===== config.mk =====
export PLATFORM = sky130hd
export DESIGN_NAME = msp_serial_ports
export DESIGN_NICKNAME = d
export VERILOG_FILES = /design/src/logic/msp_pkg.sv /design/src/logic/msp_uart_tx.sv /design/src/logic/msp_uart_rx.sv /design/src/logic/msp_serial_ports.sv
export VERILOG_INCLUDE_DIRS = /design/src /design/src/logic
export SDC_FILE = /design/constraint.sdc
export NUM_CORES = 1
export LEC_CHECK = 0
export BUFFER_PORTS_ARGS = -buffer_cell sky130_fd_sc_hd__buf_2
export CORE_MARGIN = 4
export CORE_UTILIZATION = 58
export CTS_CLUSTER_DIAMETER = 40
export DETAILED_ROUTE_END_ITERATION = 10
export GPL_TIMING_DRIVEN = 0
export PLACE_DENSITY_LB_ADDON = 0.25
export SLEW_MARGIN = 30
export SYNTH_ARGS = -nofsm -noshare
export SYNTH_HDL_FRONTEND = slang
export SYNTH_SLANG_ARGS = --single-unit

===== constraint.sdc =====
create_clock -name ref_clk -period 2.5 [get_ports ref_clk]
set_clock_uncertainty 0.15 [all_clocks]
set_input_delay 0.125 -clock ref_clk [delete_from_list [all_inputs] [get_ports ref_clk]]
set_output_delay 0.125 -clock ref_clk [all_outputs]
set_load 0.02 [all_outputs]

===== src/logic/msp_params.svh =====
// timing counts, sync bit positions and reset values for the modem serial ports
// assumes a single 125 MHz ref_clk and a fixed line rate
`ifndef MSP_PARAMS_SVH
`define MSP_PARAMS_SVH

`define MSP_CLK_PERIOD_NS  8
`define MSP_CLK_HZ         125000000
`define MSP_BAUD           115200
// bit time rounded down to whole clocks
`define MSP_CLKS_PER_BIT   (`MSP_CLK_HZ / `MSP_BAUD)
`define MSP_DATA_BITS      8

// positions inside the input synchroniser vector
`define MSP_SY_RXM         0
`define MSP_SY_AUXIN       1
`define MSP_SY_RTS         2
`define MSP_SY_DTR         3
`define MSP_SY_DCD         4
`define MSP_SY_DSR         5
`define MSP_SY_RI          6
`define MSP_SY_W           7
// idle lines and unconnected pulled-up inputs read high
`define MSP_SY_RST         7'h7F

// positions inside the four reconfigurable modem lines
`define MSP_G_DCD          0
`define MSP_G_DTR          1
`define MSP_G_DSR          2
`define MSP_G_RI           3
`endif


===== src/logic/msp_pkg.sv =====
// state types shared by the serial port modules
// assumes nothing beyond the params header
package msp_pkg;
  typedef enum logic [1:0] {
    MSP_TX_IDLE  = 2'b00,
    MSP_TX_START = 2'b01,
    MSP_TX_DATA  = 2'b10,
    MSP_TX_STOP  = 2'b11
  } msp_tx_state_t;

  typedef enum logic [1:0] {
    MSP_RX_IDLE  = 2'b00,
    MSP_RX_START = 2'b01,
    MSP_RX_DATA  = 2'b10,
    MSP_RX_STOP  = 2'b11
  } msp_rx_state_t;
endpackage


===== src/logic/msp_uart_tx.sv =====
// 8N1 character transmitter
// assumes startValid is only raised while ready is high
`include "msp_params.svh"
module msp_uart_tx #(
  parameter int CLKS_PER_BIT = `MSP_CLKS_PER_BIT
) (
  input  wire logic       ref_clk,
  input  wire logic       rstn,
  input  wire logic       startValid,
  input  wire logic [7:0] startData,
  output logic            ready,
  output logic            txLine
);
  localparam int CW = $clog2(CLKS_PER_BIT);
  localparam logic [CW-1:0] LAST = CW'(CLKS_PER_BIT - 1);

  msp_pkg::msp_tx_state_t state_q, state_d;
  logic [CW-1:0] cnt_q, cnt_d;
  logic [2:0]    bit_q, bit_d;
  logic [7:0]    shr_q, shr_d;
  logic          line_q, line_d;

  always_comb begin
    state_d = state_q;
    cnt_d   = cnt_q + CW'(1);
    bit_d   = bit_q;
    shr_d   = shr_q;
    line_d  = line_q;
    unique case (state_q)
      msp_pkg::MSP_TX_IDLE: begin
        cnt_d  = '0;
        line_d = 1'b1;
        if (startValid) begin
          shr_d   = startData;
          line_d  = 1'b0;
          state_d = msp_pkg::MSP_TX_START;
        end
      end
      msp_pkg::MSP_TX_START: begin
        if (cnt_q == LAST) begin
          cnt_d   = '0;
          bit_d   = 3'h0;
          line_d  = shr_q[0];
          state_d = msp_pkg::MSP_TX_DATA;
        end
      end
      msp_pkg::MSP_TX_DATA: begin
        if (cnt_q == LAST) begin
          cnt_d = '0;
          shr_d = {1'b1, shr_q[7:1]};
          bit_d = bit_q + 3'h1;
          line_d = shr_q[1];
          if (bit_q == 3'h7) begin
            line_d  = 1'b1;
            state_d = msp_pkg::MSP_TX_STOP;
          end
        end
      end
      msp_pkg::MSP_TX_STOP: begin
        if (cnt_q == LAST) begin
          cnt_d   = '0;
          state_d = msp_pkg::MSP_TX_IDLE;
        end
      end
    endcase
  end

  always_ff @(posedge ref_clk) begin
    if (!rstn) begin
      state_q <= msp_pkg::MSP_TX_IDLE;
      cnt_q   <= '0;
      bit_q   <= 3'h0;
      shr_q   <= 8'h00;
      line_q  <= 1'b1;
    end else begin
      state_q <= state_d;
      cnt_q   <= cnt_d;
      bit_q   <= bit_d;
      shr_q   <= shr_d;
      line_q  <= line_d;
    end
  end

  assign ready  = (state_q == msp_pkg::MSP_TX_IDLE);
  assign txLine = line_q;
endmodule // msp_uart_tx


===== src/logic/msp_uart_rx.sv =====
// 8N1 character receiver, samples mid-bit
// assumes rxLine is already synchronised to ref_clk
`include "msp_params.svh"
module msp_uart_rx #(
  parameter int CLKS_PER_BIT = `MSP_CLKS_PER_BIT
) (
  input  wire logic       ref_clk,
  input  wire logic       rstn,
  input  wire logic       rxLine,
  output logic            byteValid,
  output logic [7:0]      byteData,
  output logic            frameErr
);
  localparam int CW = $clog2(CLKS_PER_BIT);
  localparam logic [CW-1:0] LAST = CW'(CLKS_PER_BIT - 1);
  localparam logic [CW-1:0] HALF = CW'(CLKS_PER_BIT / 2);

  msp_pkg::msp_rx_state_t state_q, state_d;
  logic [CW-1:0] cnt_q, cnt_d;
  logic [2:0]    bit_q, bit_d;
  logic [7:0]    shr_q, shr_d;
  logic          vld_q, vld_d;
  logic          ferr_q, ferr_d;

  always_comb begin
    state_d = state_q;
    cnt_d   = cnt_q + CW'(1);
    bit_d   = bit_q;
    shr_d   = shr_q;
    vld_d   = 1'b0;
    ferr_d  = 1'b0;
    unique case (state_q)
      msp_pkg::MSP_RX_IDLE: begin
        cnt_d = '0;
        if (!rxLine) state_d = msp_pkg::MSP_RX_START;
      end
      msp_pkg::MSP_RX_START: begin
        // a glitch shorter than half a bit is dropped
        if (cnt_q == HALF) begin
          cnt_d   = '0;
          bit_d   = 3'h0;
          state_d = rxLine ? msp_pkg::MSP_RX_IDLE : msp_pkg::MSP_RX_DATA;
        end
      end
      msp_pkg::MSP_RX_DATA: begin
        if (cnt_q == LAST) begin
          cnt_d = '0;
          shr_d = {rxLine, shr_q[7:1]};
          bit_d = bit_q + 3'h1;
          if (bit_q == 3'h7) state_d = msp_pkg::MSP_RX_STOP;
        end
      end
      msp_pkg::MSP_RX_STOP: begin
        if (cnt_q == LAST) begin
          cnt_d   = '0;
          vld_d   = rxLine;
          ferr_d  = !rxLine;
          state_d = msp_pkg::MSP_RX_IDLE;
        end
      end
    endcase
  end

  always_ff @(posedge ref_clk) begin
    if (!rstn) begin
      state_q <= msp_pkg::MSP_RX_IDLE;
      cnt_q   <= '0;
      bit_q   <= 3'h0;
      shr_q   <= 8'h00;
      vld_q   <= 1'b0;
      ferr_q  <= 1'b0;
    end else begin
      state_q <= state_d;
      cnt_q   <= cnt_d;
      bit_q   <= bit_d;
      shr_q   <= shr_d;
      vld_q   <= vld_d;
      ferr_q  <= ferr_d;
    end
  end

  assign byteValid = vld_q;
  assign byteData  = shr_q;
  assign frameErr  = ferr_q;
endmodule // msp_uart_rx


===== src/logic/msp_serial_ports.sv =====
// main modem UART with modem control lines, and auxiliary console UART sharing pins with the SPI master
// assumes one 125 MHz clock; pad inputs are asynchronous; pull-up and level translation are outside
//
// Contract
// - modem lines use active-low logic polarity
// - transmit data leaves on device transmit pin
// - receive data sampled from device receive pin
// - pin names follow the terminal side convention
// - set-ready output shows module is ready
// - ring output shows incoming call condition
// - terminal-ready low blocks low-power entry
// - unconnected terminal-ready reads high
// - four modem lines reconfigurable as GPIO
// - minimal link needs only data lines
// - auxiliary port has data lines only
// - auxiliary UART and SPI never both active
// - auxiliary UART is the debug console
`include "msp_params.svh"
module msp_serial_ports #(
  parameter int CLKS_PER_BIT = `MSP_CLKS_PER_BIT
) (
  input  wire logic       ref_clk,
  input  wire logic       rstn,
  // main port data pins
  input  wire logic       mainRxPin,
  output logic            mainTxPin,
  // main port modem control pins, active low, with active-high output enables
  input  wire logic       requestToSendPinN,
  output logic            clearToSendPinN,
  input  wire logic       carrierDetectPinIn,
  output logic            carrierDetectOutN,
  output logic            carrierDetectOe,
  input  wire logic       termReadyPinIn,
  output logic            termReadyPinOut,
  output logic            termReadyPinOe,
  input  wire logic       setReadyPinIn,
  output logic            setReadyOutN,
  output logic            setReadyOe,
  input  wire logic       ringPinIn,
  output logic            ringIndicatorOutN,
  output logic            ringIndicatorOe,
  // auxiliary pins shared with the SPI master
  input  wire logic       auxRxMisoPin,
  output logic            auxTxMosiPin,
  // modem-side control and status
  input  wire logic       carrierPresent,
  input  wire logic       moduleReady,
  input  wire logic       incomingCall,
  input  wire logic       flowCtrlEn,
  input  wire logic [3:0] gpioModeEn,
  input  wire logic [3:0] gpioOutVal,
  input  wire logic [3:0] gpioDirOut,
  output logic [3:0]      gpioInVal,
  output logic            lowPowerAllowed,
  // main port character interface
  input  wire logic       mainTxValid,
  input  wire logic [7:0] mainTxData,
  output logic            mainTxReady,
  output logic            mainRxValid,
  output logic [7:0]      mainRxData,
  input  wire logic       mainRxTaken,
  output logic            mainRxOverrun,
  output logic            mainRxFrameErr,
  // debug console character interface
  input  wire logic       auxTxValid,
  input  wire logic [7:0] auxTxData,
  output logic            auxTxReady,
  output logic            auxRxValid,
  output logic [7:0]      auxRxData,
  // SPI master data, only while spiSelect is high
  input  wire logic       spiSelect,
  input  wire logic       spiMosi,
  output logic            spiMiso
);
  // ==========================================================================
  // input synchronisers
  logic [`MSP_SY_W-1:0] padIn;
  logic [`MSP_SY_W-1:0] syA_q, syB_q;

  assign padIn[`MSP_SY_RXM]   = mainRxPin;
  assign padIn[`MSP_SY_AUXIN] = auxRxMisoPin;
  assign padIn[`MSP_SY_RTS]   = requestToSendPinN;
  assign padIn[`MSP_SY_DTR]   = termReadyPinIn;
  assign padIn[`MSP_SY_DCD]   = carrierDetectPinIn;
  assign padIn[`MSP_SY_DSR]   = setReadyPinIn;
  assign padIn[`MSP_SY_RI]    = ringPinIn;

  // reset to all ones so idle data lines and a floating terminal-ready read high
  always_ff @(posedge ref_clk) begin
    if (!rstn) begin
      syA_q <= `MSP_SY_RST;
      syB_q <= `MSP_SY_RST;
    end else begin
      syA_q <= padIn;
      syB_q <= syA_q;
    end
  end

  // ==========================================================================
  // main port datapath
  logic       mTxStart;
  logic       mTxIdle;
  logic       mTxLine;
  logic       mRxVld;
  logic [7:0] mRxByte;
  logic       mRxFerr;
  logic       rtsAsserted;

  // request-to-send is low-true on the pin
  assign rtsAsserted = !syB_q[`MSP_SY_RTS];
  // the host may only pause characters not yet started
  assign mTxStart    = mainTxValid && mTxIdle && (!flowCtrlEn || rtsAsserted);

  msp_uart_tx #(
    .CLKS_PER_BIT (CLKS_PER_BIT)
  ) u_main_tx (
    .ref_clk    (ref_clk),
    .rstn       (rstn),
    .startValid (mTxStart),
    .startData  (mainTxData),
    .ready      (mTxIdle),
    .txLine     (mTxLine)
  );

  msp_uart_rx #(
    .CLKS_PER_BIT (CLKS_PER_BIT)
  ) u_main_rx (
    .ref_clk   (ref_clk),
    .rstn      (rstn),
    .rxLine    (syB_q[`MSP_SY_RXM]),
    .byteValid (mRxVld),
    .byteData  (mRxByte),
    .frameErr  (mRxFerr)
  );

  // ==========================================================================
  // auxiliary console datapath, no modem lines and no flow control
  logic       aTxStart;
  logic       aTxIdle;
  logic       aTxLine;
  logic       aRxVld;
  logic [7:0] aRxByte;
  logic       aRxLine;

  // while SPI owns the pins the console receiver sees an idle line
  assign aRxLine  = spiSelect | syB_q[`MSP_SY_AUXIN];
  assign aTxStart = auxTxValid && aTxIdle && !spiSelect;

  msp_uart_tx #(
    .CLKS_PER_BIT (CLKS_PER_BIT)
  ) u_aux_tx (
    .ref_clk    (ref_clk),
    .rstn       (rstn),
    .startValid (aTxStart),
    .startData  (auxTxData),
    .ready      (aTxIdle),
    .txLine     (aTxLine)
  );

  msp_uart_rx #(
    .CLKS_PER_BIT (CLKS_PER_BIT)
  ) u_aux_rx (
    .ref_clk   (ref_clk),
    .rstn      (rstn),
    .rxLine    (aRxLine),
    .byteValid (aRxVld),
    .byteData  (aRxByte),
    .frameErr  ()
  );

  // ==========================================================================
  // receive holding register and status
  logic       hold_q, hold_d;
  logic [7:0] hByte_q, hByte_d;
  logic       ovr_q, ovr_d;
  logic       ferr_q, ferr_d;
  logic       cts_q, cts_d;

  always_comb begin
    hold_d  = hold_q;
    hByte_d = hByte_q;
    ovr_d   = ovr_q;
    ferr_d  = ferr_q;
    if (mainRxTaken) begin
      hold_d = 1'b0;
      ovr_d  = 1'b0;
      ferr_d = 1'b0;
    end
    // a new character or error wins over the take in the same cycle
    if (mRxVld) begin
      if (hold_q && !mainRxTaken) begin
        ovr_d = 1'b1;
      end else begin
        hold_d  = 1'b1;
        hByte_d = mRxByte;
      end
    end
    if (mRxFerr) ferr_d = 1'b1;
    // low-true pin: high means stop sending, which is exactly while a character waits
    cts_d = hold_d;
  end

  always_ff @(posedge ref_clk) begin
    if (!rstn) begin
      hold_q  <= 1'b0;
      hByte_q <= 8'h00;
      ovr_q   <= 1'b0;
      ferr_q  <= 1'b0;
      cts_q   <= 1'b0;
    end else begin
      hold_q  <= hold_d;
      hByte_q <= hByte_d;
      ovr_q   <= ovr_d;
      ferr_q  <= ferr_d;
      cts_q   <= cts_d;
    end
  end

  // ==========================================================================
  // pin and user-side output registers
  logic       mTx_q, mTx_d;
  logic       auxPin_q, auxPin_d;
  logic       miso_q, miso_d;
  logic [3:0] gOut_q, gOut_d;
  logic [3:0] gOe_q, gOe_d;
  logic [3:0] gIn_q, gIn_d;
  logic       lpa_q, lpa_d;
  logic       mTxRdy_q, mTxRdy_d;
  logic       aTxRdy_q, aTxRdy_d;
  logic       aVld_q, aVld_d;
  logic [7:0] aByte_q, aByte_d;
  logic [3:0] uartLvl;
  logic       dtrLow;

  // modem-side levels for the modem role of each line, low-true on the pin
  assign uartLvl[`MSP_G_DCD] = !carrierPresent;
  assign uartLvl[`MSP_G_DTR] = 1'b1;
  assign uartLvl[`MSP_G_DSR] = !moduleReady;
  assign uartLvl[`MSP_G_RI]  = !incomingCall;
  assign dtrLow = !syB_q[`MSP_SY_DTR];

  always_comb begin
    mTx_d    = mTxLine;
    auxPin_d = spiSelect ? spiMosi : aTxLine;
    miso_d   = spiSelect & syB_q[`MSP_SY_AUXIN];
    for (int i = 0; i < 4; i++) begin
      gOut_d[i] = gpioModeEn[i] ? gpioOutVal[i] : uartLvl[i];
      gOe_d[i]  = gpioModeEn[i] ? gpioDirOut[i] : (i != `MSP_G_DTR);
    end
    gIn_d[`MSP_G_DCD] = syB_q[`MSP_SY_DCD];
    gIn_d[`MSP_G_DTR] = syB_q[`MSP_SY_DTR];
    gIn_d[`MSP_G_DSR] = syB_q[`MSP_SY_DSR];
    gIn_d[`MSP_G_RI]  = syB_q[`MSP_SY_RI];
    // a line given over to GPIO no longer holds the module awake
    lpa_d    = gpioModeEn[`MSP_G_DTR] || !dtrLow;
    // high in the cycle after a take too, so a held request always sees it once
    mTxRdy_d = mTxIdle && (!flowCtrlEn || rtsAsserted);
    aTxRdy_d = aTxIdle && !spiSelect;
    aVld_d   = aRxVld && !spiSelect;
    aByte_d  = aRxVld ? aRxByte : aByte_q;
  end

  always_ff @(posedge ref_clk) begin
    if (!rstn) begin
      mTx_q    <= 1'b1;
      auxPin_q <= 1'b1;
      miso_q   <= 1'b0;
      gOut_q   <= 4'hF;
      gOe_q    <= 4'h0;
      gIn_q    <= 4'hF;
      lpa_q    <= 1'b1;
      mTxRdy_q <= 1'b0;
      aTxRdy_q <= 1'b0;
      aVld_q   <= 1'b0;
      aByte_q  <= 8'h00;
    end else begin
      mTx_q    <= mTx_d;
      auxPin_q <= auxPin_d;
      miso_q   <= miso_d;
      gOut_q   <= gOut_d;
      gOe_q    <= gOe_d;
      gIn_q    <= gIn_d;
      lpa_q    <= lpa_d;
      mTxRdy_q <= mTxRdy_d;
      aTxRdy_q <= aTxRdy_d;
      aVld_q   <= aVld_d;
      aByte_q  <= aByte_d;
    end
  end

  // ==========================================================================
  // output wiring, every output is a flop
  assign mainTxPin         = mTx_q;
  assign clearToSendPinN   = cts_q;
  assign carrierDetectOutN = gOut_q[`MSP_G_DCD];
  assign carrierDetectOe   = gOe_q[`MSP_G_DCD];
  assign termReadyPinOut   = gOut_q[`MSP_G_DTR];
  assign termReadyPinOe    = gOe_q[`MSP_G_DTR];
  assign setReadyOutN      = gOut_q[`MSP_G_DSR];
  assign setReadyOe        = gOe_q[`MSP_G_DSR];
  assign ringIndicatorOutN = gOut_q[`MSP_G_RI];
  assign ringIndicatorOe   = gOe_q[`MSP_G_RI];
  assign auxTxMosiPin      = auxPin_q;
  assign gpioInVal         = gIn_q;
  assign lowPowerAllowed   = lpa_q;
  // tx ready is one cycle stale; a start is only taken when the sender is idle
  assign mainTxReady       = mTxRdy_q;
  assign mainRxValid       = hold_q;
  assign mainRxData        = hByte_q;
  assign mainRxOverrun     = ovr_q;
  assign mainRxFrameErr    = ferr_q;
  assign auxTxReady        = aTxRdy_q;
  assign auxRxValid        = aVld_q;
  assign auxRxData         = aByte_q;
  assign spiMiso           = miso_q;
endmodule // msp_serial_ports


# [Word-level counts from Yosys, hierarchy flattened]
# Index checks and enable logic that the tools add are counted.
[word_totals] ram_bits=0 romBits=0 out_inout_bits=39 word_cells=225 regBits=153 memories=0 latch_bits=0
[classes] addsub=8 n_mux=79 multipliers=0 n_lt_le_gt_ge=0 shifts=0 bitwise=3 n_reduce_logical=53 n_div=0 n_eq_ne=42
[op_table] op="$mux W11" count=6
[op_table] op="$pmux W11 S3" count=2
[op_table] op="$add A11 B1 Y11 const B" count=4
[op_table] op="$eq A11 B11 Y1 const B" count=4
[op_table] op="$mux W2" count=22
[op_table] op="$pmux W11 S2" count=2
[op_table] op="$mux W8" count=4
[op_table] op="$ne A2 B1 Y1 const B" count=16
[op_table] op="$pmux W2 S4" count=4
[op_table] op="$pmux W8 S2" count=2
[op_table] op="$reduce_and A3 Y1" count=10
[op_table] op="$mux W3" count=8
[op_table] op="$pmux W3 S2" count=4
[op_table] op="$mux W1" count=23
[op_table] op="$eq A11 B10 Y1 const B" count=2
[op_table] op="$reduce_and A5 Y1" count=4
[op_table] op="$eq A2 B2 Y1 const B" count=8
[op_table] op="$reduce_bool A2 Y1" count=7
[op_table] op="$add A3 B1 Y3 const B" count=4
[op_table] op="$eq A3 B3 Y1 const B" count=4
[op_table] op="$eq A2 B1 Y1 const B" count=4
[op_table] op="$logic_and A1 B1 Y1" count=8
[op_table] op="$logic_not A1 Y1" count=8
[op_table] op="$logic_not A2 Y1" count=4
[op_table] op="other kinds (10)" count=21

# [Depth between registers and ports, before layout]
# Gate-level depths: netlist of run 1.
[logic_depth] depth_word=5 mapped_depth=8

# [Cells and area by module]
# From an unflattened synthesis of run 1, not the netlist that was laid out.
[hier_totals] hier_cells=702 hier_area_um2=6841.6
[by_module_without_submodules] module="msp_uart_rx" cells_per_inst=135 seq_area_each_um2=520.5 n_inst=2 area_per_inst_um2=1257.5
[by_module_without_submodules] module="msp_serial_ports" cells_per_inst=152 seq_area_each_um2=1041.0 n_inst=1 area_per_inst_um2=1691.6
[by_module_without_submodules] module="msp_uart_tx at u_aux_tx" cells_per_inst=140 seq_area_each_um2=500.5 n_inst=1 area_per_inst_um2=1333.8
[by_module_without_submodules] module="msp_uart_tx at u_main_tx" cells_per_inst=140 seq_area_each_um2=500.5 n_inst=1 area_per_inst_um2=1301.2

# [Worst setup path after synthesis of run 1]
# OpenSTA, ideal clock, no wires.
[synth_path] path_type="reg2reg" from="reg u_main_tx.state_q[0]" to="reg u_main_tx.state_q[0]" path_buffers=1 period_less_slack_ns=1.986 path_stages_with_launch=7 slack_ns=0.514 arrival_ns=1.764 setup_ns=0.072 cell_sequence="dfxtp_1 inv_1 ha_1 buf_2 or3_1 a222oi_1 mux2i_1"
[synth_via] elab_chain_cells=5
[synth_rtl] item="start, declared" line="msp_uart_tx.sv:17" source="msp_pkg::msp_tx_state_t state_q, state_d;"
[synth_rtl] item="start signal, assigned" line="msp_uart_tx.sv:70" source="state_q <= msp_pkg::MSP_TX_IDLE;"
[synth_rtl] item="start signal, assigned" line="msp_uart_tx.sv:76" source="state_q <= state_d;"
[synth_rtl] item="$logic_not A2 Y1" line="msp_uart_tx.sv:29, msp_uart_tx.sv:84"
[synth_rtl] item="$logic_and A1 B1 Y1 (2 in a row)" line="msp_serial_ports.sv:112" source="assign mTxStart = mainTxValid && mTxIdle && (!flowCtrlEn || rtsAsserted);"
[synth_rtl] item="$ne A2 B2 Y1 (no source line)"
[synth_rtl] item="$reduce_and A5 Y1 (no source line)"
# Several ways; a longest one is shown, not always the timed one.
# A chain may end at the register's enable or synchronous reset.

# [Worst setup path in the final report of run 1]
# Ends and elaborated chain as after synthesis.

==> run_results.csv, run 1 <==
group,metric,value,unit
clock_network,cts-root-buf,"clkbuf_16",
routing,wirelength,14710,um
worst_setup_path,crit_path_end_kind,"flop",
routing,drcViolationCount,0,
grt,grt_max_degree,17,
synthesis,yosys_register_bits,153,
worst_setup_path,reg2reg_depth,6,
clock_network,cts-resized-gates,0,
synthesis,syn_avg_cell_area,9.491,um^2
timing,finalCriticalPeriod,2.255,ns
worst_setup_path,startpoint,"u_main_tx.state_q[0]",
clock_network,cts_buffers,17,
clock_network,cts_tree,"done",
synthesis,synthArstFlopShare,0,%
routing,first_pass_iters,5,
power_and_ir_drop,leakagePower,3.284,nW
die,rows,38,
grt,grt_usage,23.60,%
layout,seq_area,3063,um^2
grt,overflow,0,
routing,wl_per_cell,14.77,um
clock_network,cts_buffer_depth,2,
synthesis,seq_area_frac_synth,46.43,%
synthesis,synth_cell_type_count,61,
routing,drtIter0Drc,347,
die,initial_core_util,60.06,%
place,place.gp.congestion,0.8086,
worst_setup_path,path_max_fanout,8,
timing,worst_slack,0.2452,ns
synthesis,synth_flop_cell,"dfxtp_1",
routing,vias,5442,
layout,layout_commonest_cell,"dfxtp_1",
die,die_y,114.6,um
layout,n_antenna_cell,0,
synthesis,syn_area,6596,um^2
synthesis,synth_cells,695,
grt,grt_pass1_vias,5467,
worst_setup_path,r2r-end,"u_main_tx.state_q[0]",
grt,grt_pass1_wl,24850,um
timing,fmax,443.5,MHz
timing,setup_violations,0,
run,drv_cap,0,
outcome,run_status,"finished, final reports clean",
worst_setup_path,startpoint_type,"flop",
layout,finalNetCount,922,
timing,final.period_utilization,90.19,%
die,dieWidth,114.6,um
synthesis,synth_edf_count,0,
clock_network,htreeDepth,4,
layout,drive_gt1_share,17.87,%
power_and_ir_drop,vdd_drop_max,0.0005062,V
synthesis,syn_nets,774,
timing,slew_headroom,49.85,%
synthesis,yosys_warnings,0,
routing,via_per_inst,5.464,
worst_setup_path,worstSetupPathType,"reg2reg",
worst_setup_path,r2r_slack,0.25,ns
timing,rsz0062_at_grt,"false",
die,pin_count,85,
layout,multiInputGateArea,3239,um^2
timing,drv_slew,0,
clock_network,clock_sinks,153,
worst_setup_path,crit_end,"u_main_tx.state_q[0]",
routing,antenna_left,0,
worst_setup_path,crit_required,2.70,ns
timing,hold_viol_final,0,
worst_setup_path,arrival,2.45,ns
timing,setup_tns,0,ns
timing,worst_pin_slew,0.7523,ns
layout,fillers,794,
place,port_buffers,84,
clock_network,clkTransAtPathRegs,0.06,ns
place,dp_hpwl,10040,um
clock_network,clk_latency,0.42,ns
min_path,hold_path.class,"in2reg",
power_and_ir_drop,power_density,772.5,nW/um^2
layout,final_cell_mix,"dfxtp_1, buf_2, nor2_1",
grt,antenna_found_initial,0,
die,die_area,13140,um^2
worst_setup_path,reg2reg_from,"u_main_tx.state_q[0]",
layout,area_delta_synth_final,24.49,%
die,design.core.area,10980,um^2
layout,utilization,74.77,%
place,dp_slack,0.3212,ns
## worst max-delay path, stage by stage, from the launching register on
cell and delay (ns):
dfxtp_1 0.39, inv_1 0.10, ha_1 0.19, buf_2 0.18, or3_1 0.36, a222oi_1 0.57, mux2i_1 0.24
## cell type report
class,count,share of cell area (%)
clock buffer,25,6.156
inverter,32,1.463
timing repair buffer,129,10.60
tap,140,2.133
buffer,33,2.118
sequential,153,37.30
multi-input combinational,477,39.45
clock inverter,7,0.7771
## Yosys cell counts, types with 2 or more instances
cell type  count  area (um^2)
nand2b_1      23        143.9
o211ai_1       3        22.52
and3_1        10        62.56
o22ai_1        4        25.02
nor3_1         6        30.03
nand3_1       24        120.1
o21ai_0       33        165.2
nor2b_1        4        25.02
mux2i_1       49        490.5
a31oi_1        5        31.28
buf_1          3        11.26
buf_2         10        50.05
nor4_1         3        18.77
o311ai_0       2        17.52
and4_1         3        26.28
ha_1          33        412.9
nand3b_1       2        15.01
a41o_1         2        20.02
buf_4          4        30.03
nand4_1       17        106.4
o211a_1        2        20.02
nor2_1        93        349.1
and4bb_2       2        25.02
or3_2          6        45.04
nand2_1       35        131.4
a211oi_1       3        22.52
inv_1         32        120.1
dfxtp_1      153         3063
xor2_1        22        192.7
nand3_4        2        35.03
or3_1         15        93.84
buf_6          3        33.78
a21oi_1       32        160.2
or2_2          2        12.51
and2_1         2        12.51
clkbuf_1      13        48.80
xnor2_1       14        122.6
## kinds of logic (layout without fill, tap and decap cells)
group | Yosys count | in the layout | share of synthesized area (%)
compound gates | 100 | 100 | 9.902
xor+xnor | 36 | 36 | 4.780
fa+ha+maj | 33 | 33 | 6.260
buf+inv | 65 | 226 | 4.458
flops | 153 | 153 | 46.43
mux | 49 | 49 | 7.436
simple gates | 259 | 259 | 20.73
## stage by stage
stage               total power, W  hold slack [ns]  cells  instance area (um^2)
detailed placement        0.003887           0.1606    919                  7192
finish                    0.006344          0.01294    996                  8212
global route              0.006642          0.01194    996                  8212
global placement          0.003838           0.1561    919                  7192
floorplan                 0.003589          0.05431    695                  6596
CTS                       0.006376         0.001518    996                  8212
## how the worst min path moves through the flow
stage / start / endpoint / slack (ns) / cells after the start
floorplan: mainRxTaken / mainRxOverrun / 0.05 / 1
global placement: termReadyPinIn / syA_q[3] / 0.16 / 2
detailed placement: carrierDetectPinIn / syA_q[4] / 0.16 / 2
CTS: auxTxData[4] / u_aux_tx.shr_q[4] / 0.002 / 4
global route: auxTxData[4] / u_aux_tx.shr_q[4] / 0.01 / 4
finish: auxTxData[4] / u_aux_tx.shr_q[4] / 0.01 / 4
## registers in the layout, summed over array words and instances, names as in the netlist, 2 cells and up, named ones only
signal	count
u_aux_rx.cnt_q	11
u_aux_tx.cnt_q	11
u_main_rx.cnt_q	11
u_main_tx.cnt_q	11
auxRxData	8
mainRxData	8
u_aux_rx.byteData	8
u_aux_tx.shr_q	8
u_main_rx.byteData	8
u_main_tx.shr_q	8
syA_q	7
syB_q	7
gOe_q	4
gOut_q	4
gpioInVal	4
u_aux_rx.bit_q	3
u_aux_tx.bit_q	3
u_main_rx.bit_q	3
u_main_tx.bit_q	3
u_aux_tx.state_q	2
u_main_tx.state_q	2
## metal layers
metal  part of all wire (%)  track usage (%)  vias to the layer above
met1                     42            27.28                     2589
met3                    4.5            5.497                       24
met5                      0                0                        -
li1                       -                -                     2695
met4                    1.8            10.21                        0
met2                     51            41.48                      134
## repair_timing
action                                  in CTS  in global routing
setup buffers                                0                  0
hold buffers                                45                  0
hold endpoints to repair                    44                  0
endpoints found under the setup margin       0                  0
## report_power, final
group	leakage, nW	switching, W	internal (W)
Sequential	1.24	0.000101	0.00261
Combinational	1.75	0.000684	0.000533
Clock	0.287	0.000925	0.00150
Total	3.28	0.00171	0.00463
No activity file was read; power rests on OpenSTA's default activity.
==> run 2, diff against run 1 <==
- ABC_AREA: default -> 1
==> run 2 against run 1 <==
Against the previous run:
- non-clock buffer count fell by 7
- global-route usage grew 1.0 points
- power rose by 4.9%
- clock power is 8% higher
- via count up 7.7%
- synthesized area up 1.6%
- sequential cell count is the same
- worst hold slack improved by 0.013 ns
- combinational power grew 7%
- largest cell class unchanged
==> run_results.csv, run 2 <==
group,metric,value,unit
layout,stdcell_area,8364,um^2
timing,hold_viol_final,0,
worst_setup_path,crit_family,"buffers and inverters",
min_path,holdPathEnd,"u_main_tx.txLine",
synthesis,syn_nets,924,
layout,drive_gt1_share,20.10,%
worst_setup_path,reg2reg_from,"u_aux_tx.state_q[0]",
min_path,min_from,"mainTxValid",
die,initial_core_util,60.48,%
timing,drv_slew,0,
grt,grt_usage,24.61,%
routing,drtIter0Drc,450,
timing,slew_headroom,57.00,%
synthesis,syn_area,6700,um^2
timing,final.period_utilization,95.98,%
grt,antenna_found_initial,1,
synthesis,synth_common_cells,"dfxtp_1, nand2_1, inv_1",
layout,finalNetCount,1072,
place,dp_hpwl,9778,um
timing,setup_tns,0,ns
die,die_area,13340,um^2
routing,first_pass_iters,5,
worst_setup_path,startpoint_type,"input pin",
synthesis,synth_edf_count,0,
clock_network,clkTransAtPathRegs,0.06,ns
timing,rsz0062_at_grt,"false",
power_and_ir_drop,vdd_drop_max,0.0005571,V
synthesis,synth_cell_type_count,40,
layout,fillers,794,
die,rows,38,
timing,fmax,416.8,MHz
layout,layout_commonest_cell,"dfxtp_1",
synthesis,synth_flop_cell,"dfxtp_1",
worst_setup_path,crit_path_end_kind,"flop",
die,dieWidth,115.5,um
routing,wl_per_cell,13.68,um
worst_setup_path,worstPathCellList,"dlygate4sd3_1 > buf_2 > inv_1 > buf_2 > clkbuf_1 > a21oi_1 > dlygate4sd3_1",
die,die_y,115.5,um
routing,wirelength,15680,um
timing,finalCriticalPeriod,2.399,ns
outcome,run_status,"finished, final reports clean",
clock_network,clk_latency,0.42,ns
worst_setup_path,reg2reg_depth,9,
worst_setup_path,crit_slowest_cell,"dlygate4sd3_1",
clock_network,htreeDepth,4,
grt,grt_max_degree,17,
synthesis,synth_top_cell_by_area,"dfxtp_1",
grt,grt_pass1_vias,5730,
clock_network,cts_buffers,17,
place,port_buffers,82,
synthesis,yosys_warnings,0,
worst_setup_path,r2r_slack,0.52,ns
worst_setup_path,max_stage_delay,0.63,ns
worst_setup_path,crit_required,2.65,ns
synthesis,seq_area_frac_synth,45.71,%
synthesis,synth_cells,845,
min_path,hold_path.class,"in2reg",
synthesis,synth_top_area_share,45.71,%
timing,setup_violations,0,
synthesis,synthArstFlopShare,0,%
synthesis,synth_most_common_cell,"dfxtp_1",
synthesis,syn_avg_cell_area,7.929,um^2
synthesis,synth_area_leaders,"dfxtp_1, nand2_1, a21oi_1",
worst_setup_path,worstSetupPathType,"in2reg",
worst_setup_path,cp_num_buf_inv,6,
routing,vias,5863,
grt,grt_pass1_wl,26160,um
worst_setup_path,r2r-end,"u_aux_tx.txLine",
clock_network,cts_buffer_depth,2,
routing,via_per_inst,5.116,
worst_setup_path,arrival,2.55,ns
min_path,hold_depth,6,
place,post_dp_cell_area,7286,um^2
routing,antenna_left,0,
clock_network,post-cts-setup-buffers,0,
grt,overflow,0,
clock_network,cts-root-buf,"clkbuf_16",
die,design.core.area,11080,um^2
place,place.gp.congestion,0.8245,
power_and_ir_drop,power_density,795.3,nW/um^2
die,pin_count,85,
power_and_ir_drop,leakagePower,3.517,nW
worst_setup_path,path_max_fanout,10,
timing,worst_pin_slew,0.6450,ns
synthesis,yosys_register_bits,153,
power_and_ir_drop,p_total,0.006652,W
layout,final_cell_mix,"dfxtp_1, nand2_1, inv_1",
routing,drcViolationCount,0,
run,drv_cap,0,
clock_network,clock_sinks,153,
layout,area_delta_synth_final,24.84,%
clock_network,cts_tree,"done",
-- run 2: changes by cell type after synthesis, moves of 11 or more --
cell	change
a21oi_1	+52
nand2_1	+117
nand3_1	+15
mux2i_1	-49
nand2b_1	-23
nor2_2	+11
xor2_1	-13
nor2_1	-12
or2_2	+24
or3_1	-15
o21ai_0	+12
inv_1	+64
-- run 2: power by group --
group          switching, W  internal [W]  total (W)
combinational      0.000818      0.000494    0.00131
clock              0.000946       0.00166    0.00261
sequential         0.000110       0.00262    0.00273
total               0.00187       0.00478    0.00665
-- run 2: worst max-delay path by stage --
stage                              start  depth (start not counted)            endpoint  slack, ns
finish                              rstn                          7            gOe_q[0]       0.10
detailed placement  u_main_tx.state_q[0]                          6  u_main_tx.shr_q[1]       0.61
CTS                                 rstn                          7            gOe_q[3]       0.17
global route                        rstn                          7            gOe_q[0]       0.05
floorplan           u_main_rx.state_q[0]                          8  u_main_rx.cnt_q[7]       0.79
global placement    u_main_tx.state_q[0]                          6  u_main_tx.shr_q[1]       0.66
-- run 2: cells by family after synthesis --
logic type	Yosys count	share of synthesized area (%)
simple gates	368	26.87
flops	153	45.71
compound gates	150	11.73
buf+inv	127	7.694
fa+ha+maj	33	6.163
xor+xnor	14	1.830
-- run 2: area by class of cell --
| cell class | count | area (um^2) | share of cell area [%] |
|---|---|---|---|
| inverters | 101 | 379.1 | 4.533 |
| repair buffers | 129 | 880.8 | 10.53 |
| diodes | 1 | 2.502 | 0.02992 |
| plain buffers | 26 | 136.4 | 1.631 |
| flip-flops and latches | 153 | 3063 | 36.62 |
| multi-input cells | 565 | 3122 | 37.32 |
| clock buffers | 23 | 488.0 | 5.834 |
| clock inverters | 8 | 117.6 | 1.406 |
| well taps | 140 | 175.2 | 2.094 |
-- run 2: per-layer routing --
| layer | GRT usage, % | vias up | wire length [um] |
|---|---|---|---|
| met2 | 42.21 | 146 | 7919 |
| met1 | 29.00 | 2661 | 6579 |
| met3 | 6.580 | 45 | 677 |
| li1 | - | 3011 | - |
| met5 | 0 | - | 0 |
| met4 | 10.72 | 0 | 501 |
-- run 2: repair_timing --
| action | 4_1_cts | 5_1_grt |
|---|---|---|
| hold endpoints to repair | 44 | 0 |
| endpoints found under the setup margin | 0 | 0 |
| hold buffers | 47 | 0 |
| gates resized for setup | 0 | 0 |
-- run 2: metrics by stage --
| stage | hold WS (ns) | utilization (%) | setup WS, ns | std cells |
|---|---|---|---|---|
| 2_1_floorplan | 0.05431 | - | 0.7938 | 845 |
| 3_3_place_gp | 0.1597 | 65.77 | 0.6567 | 1067 |
| 3_5_place_dp | 0.1644 | 65.77 | 0.6101 | 1067 |
| 4_1_cts | 0.002888 | 75.48 | 0.1726 | 1145 |
| 5_1_grt | 0.09324 | 75.50 | 0.04611 | 1146 |
| 6_report | 0.02572 | 75.50 | 0.1005 | 1146 |
-- run 2: worst min-delay path, stage by stage --
cell,delay (ns)
buf_2,0.11
nand3_1,0.09
nand2_1,0.05
nand2_1,0.06
nand2_1,0.05
o211ai_1,0.07
